File: config.mk
export PLATFORM = sky130hd
export DESIGN_NAME = ipvs_ctrl
export DESIGN_NICKNAME = d
export VERILOG_FILES = /design/src/rtl/ipvs_pkg.sv /design/src/rtl/ipvs_ctrl.sv
export VERILOG_INCLUDE_DIRS = /design/src /design/src/rtl
export SDC_FILE = /design/constraint.sdc
export NUM_CORES = 1
export LEC_CHECK = 0
export ABC_AREA = 0
export BUFFER_PORTS_ARGS = -buffer_cell sky130_fd_sc_hd__buf_2
export CAP_MARGIN = 20
export CORE_ASPECT_RATIO = 0.6
export CORE_UTILIZATION = 41
export CTS_CLUSTER_DIAMETER = 200
export DETAILED_ROUTE_END_ITERATION = 10
export REMOVE_ABC_BUFFERS = 1
export SETUP_SLACK_MARGIN = 0.1
export SLEW_MARGIN = 20
export SYNTH_ARGS = -nofsm -noshare
export SYNTH_HDL_FRONTEND = slang
export SYNTH_SLANG_ARGS = --single-unit
File: constraint.sdc
create_clock -name clock -period 43.6 [get_ports clock]
set_clock_uncertainty 0.05 [all_clocks]
set_input_delay 2.18 -clock clock [delete_from_list [all_inputs] [get_ports clock]]
set_output_delay 2.18 -clock clock [all_outputs]
set_load 0.01 [all_outputs]
File: src/rtl/ipvs_consts.svh
/*
 offsets, field masks, reset values and status bit positions of the
 interrupt priority and vector status block. assumes nothing.
*/
`ifndef IPVS_CONSTS_SVH
`define IPVS_CONSTS_SVH

`define IPVS_ADDR_W 4
`define IPVS_NUM_PRIO 7
`define IPVS_NUM_SRC 14
`define IPVS_A_STAT 4'h7
`define IPVS_A_EVT 4'h8
`define IPVS_A_EMASK 4'h9

`define IPVS_M0 16'h7777
`define IPVS_M1 16'h0007
`define IPVS_M2 16'h7770
`define IPVS_M3 16'h0700
`define IPVS_M4 16'h7770
`define IPVS_M5 16'h0007
`define IPVS_M6 16'h0070

`define IPVS_R0 16'h4444
`define IPVS_R1 16'h0004
`define IPVS_R2 16'h4440
`define IPVS_R3 16'h0400
`define IPVS_R4 16'h4440
`define IPVS_R5 16'h0004
`define IPVS_R6 16'h0040

`define IPVS_LVL_OFF 3'h0
`define IPVS_ST_REQ 15
`define IPVS_ST_HOLD 13
`define IPVS_EVT_W 3
`define IPVS_EV_RAISE 0
`define IPVS_EV_ACK 1
`define IPVS_EV_BLOCK 2

`endif

File: src/rtl/ipvs_pkg.sv
/*
 types of the interrupt priority and vector status block.
 assumes the constants header is compiled alongside.
*/
`default_nettype none

package ipvs_pkg;
	typedef logic [2:0] ipvs_level_t;
	typedef logic [3:0] ipvs_cpu_level_t;
	typedef logic [6:0] ipvs_vec_t;
	typedef enum logic [0:0]
	{
		IPVS_IDLE = 1'b0,
		IPVS_OFFER = 1'b1
	} ipvs_state_t;
endpackage : ipvs_pkg

`default_nettype wire

File: src/rtl/ipvs_ctrl.sv
/*
 interrupt priority registers, source arbitration and the control and
 status register. assumes sources, core and register master all run on
 clock; source enables and flags are handled before src_pend.
*/
// Summary of operation
// - 3-bit field is the level, 7 highest, 1 lowest, 0 disables source.
// - reset sets every priority field to level 4.
// - unimplemented bits ignore writes and read as zero.
// - first register: change 14-12, comparator 10-8, master 6-4, slave 2-0.
// - external one register holds only bits 2-0.
// - serial two tx 14-12, rx 10-8, external two 6-4, bits 3-0 unused.
// - checksum 14-12, serial two error 10-8, serial one error 6-4.
// - voltage detect level in bits 2-0, rest unimplemented.
// - charge measure level in bits 6-4, bits 15-7 zero.
// - status bit 15 set while a pending request is held off by cpu level.
// - status bit 13 picks highest pending vector or last acknowledged one.
// - status bits 11-8 show the new cpu level, 0 to 7.
// - status bits 6-0 show the vector code.
// - cpu level 7 or above masks every user source.
`timescale 1ns/1ps
`default_nettype none
`include "ipvs_consts.svh"

module ipvs_ctrl
(
	input wire logic clock,
	input wire logic srst,
	input wire logic ce,
	input wire logic [3:0] addr,
	input wire logic [15:0] wdata,
	input wire logic wr,
	input wire logic rd,
	output logic [15:0] rdata,
	input wire logic [13:0] src_pend,
	input wire logic [3:0] cpu_level,
	input wire logic cpu_ack,
	output logic cpu_irq,
	output ipvs_pkg::ipvs_vec_t cpu_vec,
	output ipvs_pkg::ipvs_level_t cpu_irq_level,
	output logic irq
);

	// ----------------------------------------
	// register layout helpers
	// ----------------------------------------
	function automatic logic [15:0] mask_of(input logic [2:0] i);
		case (i)
			3'h0: mask_of = `IPVS_M0;
			3'h1: mask_of = `IPVS_M1;
			3'h2: mask_of = `IPVS_M2;
			3'h3: mask_of = `IPVS_M3;
			3'h4: mask_of = `IPVS_M4;
			3'h5: mask_of = `IPVS_M5;
			3'h6: mask_of = `IPVS_M6;
			default: mask_of = 16'h0000;
		endcase
	endfunction : mask_of

	function automatic logic [15:0] rst_of(input logic [2:0] i);
		case (i)
			3'h0: rst_of = `IPVS_R0;
			3'h1: rst_of = `IPVS_R1;
			3'h2: rst_of = `IPVS_R2;
			3'h3: rst_of = `IPVS_R3;
			3'h4: rst_of = `IPVS_R4;
			3'h5: rst_of = `IPVS_R5;
			3'h6: rst_of = `IPVS_R6;
			default: rst_of = 16'h0000;
		endcase
	endfunction : rst_of

	// ----------------------------------------
	// priority registers
	// ----------------------------------------
	logic [15:0] prio [0:6];

	always_ff @(posedge clock)
	begin
		for (int i = 0; i < `IPVS_NUM_PRIO; i++)
		begin
			if (srst)
				prio[i] <= rst_of(3'(i));
			else if (ce && wr && addr == 4'(i))
				prio[i] <= wdata & mask_of(3'(i));
		end
	end

	ipvs_pkg::ipvs_level_t src_lvl [0:13];

	assign src_lvl[0] = prio[0][14:12];
	assign src_lvl[1] = prio[0][10:8];
	assign src_lvl[2] = prio[0][6:4];
	assign src_lvl[3] = prio[0][2:0];
	assign src_lvl[4] = prio[1][2:0];
	assign src_lvl[5] = prio[2][14:12];
	assign src_lvl[6] = prio[2][10:8];
	assign src_lvl[7] = prio[2][6:4];
	assign src_lvl[8] = prio[3][10:8];
	assign src_lvl[9] = prio[4][14:12];
	assign src_lvl[10] = prio[4][10:8];
	assign src_lvl[11] = prio[4][6:4];
	assign src_lvl[12] = prio[5][2:0];
	assign src_lvl[13] = prio[6][6:4];

	// ----------------------------------------
	// arbitration
	// ----------------------------------------
	logic any_pend;
	ipvs_pkg::ipvs_level_t best_lvl;
	ipvs_pkg::ipvs_vec_t best_vec;
	logic beats;
	logic held_off;

	// ascending scan with strict compare keeps the lowest code on a tie
	always_comb
	begin
		any_pend = 1'b0;
		best_lvl = `IPVS_LVL_OFF;
		best_vec = 7'h00;
		for (int i = 0; i < `IPVS_NUM_SRC; i++)
		begin
			if (src_pend[i] && src_lvl[i] != `IPVS_LVL_OFF && src_lvl[i] > best_lvl)
			begin
				any_pend = 1'b1;
				best_lvl = src_lvl[i];
				best_vec = 7'(i);
			end
		end
	end

	// user levels stop at 7, so cpu level 7 and traps above hold everything off
	assign beats = any_pend && {1'b0, best_lvl} > cpu_level;
	assign held_off = any_pend && !beats;

	// ----------------------------------------
	// request to the core
	// ----------------------------------------
	ipvs_pkg::ipvs_state_t state;
	ipvs_pkg::ipvs_state_t next_state;
	logic vec_hold;
	ipvs_pkg::ipvs_vec_t last_vec;
	ipvs_pkg::ipvs_cpu_level_t new_lvl;

	always_comb
	begin
		case (state)
			ipvs_pkg::IPVS_IDLE: next_state = beats ? ipvs_pkg::IPVS_OFFER : ipvs_pkg::IPVS_IDLE;
			ipvs_pkg::IPVS_OFFER:
			begin
				if (cpu_ack || !beats)
					next_state = ipvs_pkg::IPVS_IDLE;
				else
					next_state = ipvs_pkg::IPVS_OFFER;
			end
			default: next_state = ipvs_pkg::IPVS_IDLE;
		endcase
	end

	always_ff @(posedge clock)
	begin
		if (srst)
			state <= ipvs_pkg::IPVS_IDLE;
		else if (ce)
			state <= next_state;
	end

	// a higher source arriving during an offer replaces the offered vector
	always_ff @(posedge clock)
	begin
		if (srst)
		begin
			cpu_vec <= 7'h00;
			cpu_irq_level <= 3'h0;
		end
		else if (ce && beats && !(state == ipvs_pkg::IPVS_OFFER && cpu_ack))
		begin
			cpu_vec <= best_vec;
			cpu_irq_level <= best_lvl;
		end
	end

	assign cpu_irq = state == ipvs_pkg::IPVS_OFFER;

	always_ff @(posedge clock)
	begin
		if (srst)
		begin
			last_vec <= 7'h00;
			new_lvl <= 4'h0;
		end
		else if (ce && cpu_irq && cpu_ack)
		begin
			last_vec <= cpu_vec;
			new_lvl <= {1'b0, cpu_irq_level};
		end
	end

	// ----------------------------------------
	// control and status register
	// ----------------------------------------
	always_ff @(posedge clock)
	begin
		if (srst)
			vec_hold <= 1'b0;
		else if (ce && wr && addr == `IPVS_A_STAT)
			vec_hold <= wdata[`IPVS_ST_HOLD];
	end

	logic [15:0] stat_word;
	ipvs_pkg::ipvs_vec_t shown_vec;

	assign shown_vec = vec_hold ? best_vec : last_vec;
	assign stat_word = {held_off, 1'b0, vec_hold, 1'b0, new_lvl, 1'b0, shown_vec};

	// ----------------------------------------
	// event flags and interrupt
	// ----------------------------------------
	logic [2:0] evt;
	logic [2:0] evt_mask;
	logic [2:0] evt_set;
	logic held_d;

	always_ff @(posedge clock)
	begin
		if (srst)
			held_d <= 1'b0;
		else if (ce)
			held_d <= held_off;
	end

	assign evt_set[`IPVS_EV_RAISE] = ce && state == ipvs_pkg::IPVS_IDLE && beats;
	assign evt_set[`IPVS_EV_ACK] = ce && cpu_irq && cpu_ack;
	assign evt_set[`IPVS_EV_BLOCK] = ce && held_off && !held_d;

	// a new event beats a write-one clear in the same cycle
	always_ff @(posedge clock)
	begin
		if (srst)
			evt <= 3'h0;
		else if (ce)
			evt <= (evt & ~((wr && addr == `IPVS_A_EVT) ? wdata[2:0] : 3'h0)) | evt_set;
	end

	always_ff @(posedge clock)
	begin
		if (srst)
			evt_mask <= 3'h0;
		else if (ce && wr && addr == `IPVS_A_EMASK)
			evt_mask <= wdata[2:0];
	end

	assign irq = |(evt & evt_mask);

	// ----------------------------------------
	// read port
	// ----------------------------------------
	always_ff @(posedge clock)
	begin
		if (srst)
			rdata <= 16'h0000;
		else if (ce)
		begin
			if (!rd)
				rdata <= 16'h0000;
			else if (addr < 4'h7)
				rdata <= prio[addr[2:0]];
			else if (addr == `IPVS_A_STAT)
				rdata <= stat_word;
			else if (addr == `IPVS_A_EVT)
				rdata <= {13'h0000, evt};
			else if (addr == `IPVS_A_EMASK)
				rdata <= {13'h0000, evt_mask};
			else
				rdata <= 16'h0000;
		end
	end
endmodule : ipvs_ctrl

`default_nettype wire

After elaboration in Yosys (flattened, before gate mapping). Memories as Yosys holds them, arrays and structs flattened. Cells that the tools add are included.

Add/sub/neg operators: 0. Multipliers: 0. Div/mod/pow operators: 0. $lt $le $gt $ge: 16. Equality and inequality tests: 9. Shift-type cells: 0. Mux-type cells: 100. Bitwise gates (word level): 19. Reductions and logical operators: 70.

Operators with widths (count): $mux 16 (29); $and 16x16->16 (7); $mux 7 (13); $mux 3 (17); $logic_and 1x1->1 (50); $reduce_bool 3->1 (14); $mux 1 (40); $gt 3x3->1 (13); $eq 4x3->1 const B (4); $eq 4x2->1 const B (2); $eq 4x4->1 const B (2); $or 1x1->1 (7); $and 3x3->3 (2); $eq 4x1->1 const B (1); $gt 3x4->1 (1); $logic_not 4->1 (1); $lt 4x3->1 const B (1); $gt 3x1->1 const B (1); $logic_not 1->1 (3); $not 3->3 (1); $or 3x3->3 (1); $reduce_or 3->1 (1); $pmux 1 s2 (1); $logic_or 1x1->1 (1); $not 1->1 (1).

Flip-flop bits (word level): 45. Latch bits: 0. RAM bits: 112. ROM bits: 0. Bits of input ports: 44. Output and inout bits: 28. Word-level logic and storage cells: 225. Memories: 1.

Memories: prio (depth 7, width 16, read ports 8, clocked after memory_dff 0, wr ports 7, line ipvs_ctrl.sv:76) `logic [15:0] prio [0:6];`.

Longest topological paths before layout. An unclocked memory read counts as a cell.

Word-level depth: 51. Mapped depth: 114. Depth with buffers taken out: 113.

Worst setup path before layout. No wires, ideal clock.

Path type: input -> register. Start: input src_pend[0]. End: register cpu_irq_level[0]. Library setup time: 122 ps. Arrival: 22038 ps. Required time: 43428 ps. Path slack: 21390 ps. Cell stages on the path: 99. Buffers on the path: 0. Path through: nand2_1 > ha_1 > and3b_1 > o211ai_4 > o21ai_0 > o21ai_0 > ha_1 > nor2_1 > nand2_1 > a31oi_1 > a32o_1 > nand2_1 > mux2_2 > ha_1 > nor2_1 > a21oi_1 > o21a_1 > a311oi_1 > [63 not listed] > o31ai_1 > ha_1 > or2_2 > a21oi_1 > a21o_1 > mux2_2 > nand2_1 > ha_1 > a311oi_1 > inv_1 > nor2_1 > a21oi_1 > ha_1 > a31oi_1 > o21ai_0 > a311o_1 > o211a_1 > a311o_1.

Longest elaborated chain between the ends: 46. Elaborated cells between the ends (all ways): 60. Those cells by class: order compare (14); mux (28); reduce/logical (18).

RTL lines: from (decl) (line ipvs_ctrl.sv:35) `input wire logic [13:0] src_pend,`; $logic_and 1x1->1 (no source line) *; $logic_and 1x1->1 * (line ipvs_ctrl.sv:123) `` if (src_pend[i] && src_lvl[i] != `IPVS_LVL_OFF && src_lvl[i] > best_lvl) ``; $mux 3 * (line ipvs_ctrl.sv:123); $gt 3x3->1 (line ipvs_ctrl.sv:123); $logic_and 1x1->1 (line ipvs_ctrl.sv:123); $mux 3 * (line ipvs_ctrl.sv:123); $gt 3x3->1 (line ipvs_ctrl.sv:123); $logic_and 1x1->1 (line ipvs_ctrl.sv:123); [30 not listed]; $mux 3 * (line ipvs_ctrl.sv:123); $gt 3x3->1 (line ipvs_ctrl.sv:123); $logic_and 1x1->1 (line ipvs_ctrl.sv:123); $mux 3 * (line ipvs_ctrl.sv:123); via best_lvl[2] (line ipvs_ctrl.sv:110) `ipvs_pkg::ipvs_level_t best_lvl;`; $gt 3x4->1 * (line ipvs_ctrl.sv:133) `assign beats = any_pend && {1'b0, best_lvl} > cpu_level;`; $logic_and 1x1->1 * (line ipvs_ctrl.sv:133); $logic_and 1x1->1 * (2 in a row) (line ipvs_ctrl.sv:176) `else if (ce && beats && !(state == ipvs_pkg::IPVS_OFFER && cpu_ack))`; to (signal assigned) (line ipvs_ctrl.sv:179) `cpu_irq_level <= best_lvl;`; to (decl) (line ipvs_ctrl.sv:40) `output ipvs_pkg::ipvs_level_t cpu_irq_level,`.

Mark *: on every way through the listed nets, which the timed path passes. The rest lies on a longest branch. A chain may end at the register's enable or synchronous reset.

Worst setup path after layout. Ends and elaborated chain as after synthesis.

==> qor.yml <==
logic_synthesis:
  synth_edf_count: 42
  ys_async_sr_fraction_pct: 0
  synth_top_area_share_pct: 21.5
  ys_seq_area_share_pct: 34.1
  syn_avg_cell_area_um2: 8.38
  ys_seq_elements: 79
  yosys.area.top_type: "edfxtp_1"
  syn_inst: 700
  synth_area_mm2: 0.00587
  synthFlopType: "edfxtp_1"
  synth_area_leaders: "edfxtp_1 22%, dfxtp_1 13%, nand2_1 4.9%, nor2_1 4.7%, and2_1 4.5%"
  synth_cell_type_count: 85
  ys_warn_count: 0
placed_design:
  gp_congestion: 0.979
  dp_slack_ns: 17.04
  port_buffers: 62
  dp_hpwl_um: 15500
  placed_cell_area_mm2: 0.00631
  dp.cells: 931
critical_path:
  worst-r2r-setup-slack_ns: 18.29
  cp.required_ns: 43.78
  cpPeakStageDelay_ns: 0.90
  crit_top_cell: "nor2_1"
  critical_path.max_fanout: 9
  path_buf_inv: 4
  end_kind: "flop"
  startpoint_type: "input pin"
  worstSetupPathType: "in2reg"
  arrival_ns: 26.97
  critPathTopFamily: "compound AO/OA/AOI/OAI gates"
  critical-path-slowest-cell: "o21ai_0"
clock_tree:
  cts_tree: "built"
  cts_max_path_buffers: 2
  cts-htree-levels: 3
  post_cts_buffers: 0
  ctsResizeCount: 0
  cts_buffers: 9
  cts-hold-fix-buffers: 0
  clk_latency_ns: 0.34
  clockRootBuffer: "clkbuf_16"
  cts_sinks: 79
  cts.clk_slew.worst_paths_ns: 0.06
final_layout:
  area_growth_pct: 13.1
  layout.nets: 814
  layout-drive-gt1-share_pct: 14.8
  fin_cells: 947
  design_area_mm2: 0.00664
  mostFrequentLayoutCells: "76 x nand2_1, 73 x nor2_1, 62 x buf_2"
  antenna_cells: 0
  final_common_cell: "nand2_1"
global_routing:
  grt_max_degree: 42
  grt_antenna_before_repair: 0
  grt_overflow_total: 0
  grt_pass1_vias: 5215
  grt_usage_pct: 26.7
  grt_pass1_wl_um: 29300
detailed_routing:
  routedWlPerCell_um: 20.2
  drcViolationCount: 0
  drt_iter0_markers: 607
  routed_via_density: 6.13
  drtAntennaViolNets: 0
  dr.pass1.iters: 7
  routed_wirelength_um: 19200
  vias: 5803
timing:
  slew_viol_final: 0
  holdWs_ns: 0.408
  slew_headroom_pct: 20.9
  setup_ws_ns: 16.81
  period_share_pct: 61.5
  tns_ns: 0
  setup_viol: 0
  rsz0062_at_grt: "no"
  fmax_mhz: 37.3
  finalHoldViolCount: 0
  period_minus_slack_ns: 26.79
  worst-slew-pin-transition_ns: 1.17
floorplan:
  row_count: 33
  die_y_um: 94.7
  core_mm2: 0.0138
  fp.dieW_um: 156
  start_util_pct: 42.5
  dieArea_mm2: 0.0148
  ioPinCount: 72
power_and_ir_drop:
  p_leak_nw: 2.61
  pwr_density_cell_mw_per_mm2: 38.2
  irDropWorstVdd_mv: 0.0225
flow_run:
  maxCapViolations: 0
status:
  status: "finished, final reports clean"
worst_hold_path:
  min_path_type: "reg2reg"
final timing paths:
path / startpoint / end / cells after the start
worst max-delay path: src_pend[0] / cpu_irq_level[0] / 103
worst min-delay path: last_vec[3] / last_vec[3] / 2
worst max register to register: prio[0][14] / cpu_irq_level[0] / 102
worst min register to register: last_vec[3] / last_vec[3] / 2
final cells by class:
class	instances	area, um2
Tap cell	192	240
Sequential cell	79	2000
Timing Repair Buffer	65	333
Clock buffer	12	268
Inverter	29	109
Clock inverter	4	52.6
Fill cell	1357	7160
Multi-Input combinational cell	566	3630
worst register-to-register path, delay by kind of cell, from the launching register on:
kind	cells	cell delay (ns)
simple gates	35	5.43
fa+ha+maj	17	5.20
compound gates	42	12.05
buf+inv	3	0.36
mux	5	1.69
flops	1	0.45
registers in the layout, indices dropped and copies added, names as in the netlist:
signal	cells
new_lvl	3
vec_hold	1
evt	3
rdata	14
cpu_irq	1
held_d	1
cpu_irq_level	3
prio	42
last_vec	4
cpu_vec	4
evt_mask	3
report_power, final:
part	internal, W	leakage, nW	switching [W]
logic	0.0000325	1.74	0.0000526
registers	0.0000825	0.707	0.00000598
clock network	0.0000495	0.158	0.0000303
total	0.000165	2.61	0.0000889
Yosys cell counts, types with 6 or more instances:
master    count
nand2_1      76
nor2_1       73
a21oi_1      50
and2_1       42
edfxtp_1     42
dfxtp_1      37
o21ai_0      37
inv_1        29
nand3_1      25
clkbuf_1     22
nor3_1       21
ha_1         20
mux2i_1      16
nand2b_1     12
a22oi_1      11
o21a_1       11
a31oi_1       9
or3_1         8
o31ai_1       7
a21o_1        6
a222oi_1      6
mux2_2        6
nor4_1        6
cells by family (layout without fill, tap and decap cells):
group,Yosys count,in the layout,synth area share [%]
flops,79,79,34.1
other cells,1,5,0.0639
mux,22,22,3.88
buf+inv,59,110,4.22
fa+ha+maj,26,26,5.31
simple gates,297,297,25.4
compound gates,216,216,27.0
per-layer routing:
layer	vias to the layer above	share of wire [%]	track usage (%)
met5	-	0	0
met4	0	1.0	5.31
met3	16	10	6.75
met2	273	37	34.8
met1	2784	52	42.6
li1	2730	-	-
stage by stage:
| step | utilization, % | total power [W] |
|---|---|---|
| floorplan | - | 0.000147 |
| global placement | 45.8 | 0.000171 |
| detailed placement | 45.8 | 0.000173 |
| CTS | 48.1 | 0.000251 |
| global route | 48.1 | 0.000266 |
| finish | 48.1 | 0.000253 |
Power figures use the tool's default switching activity.
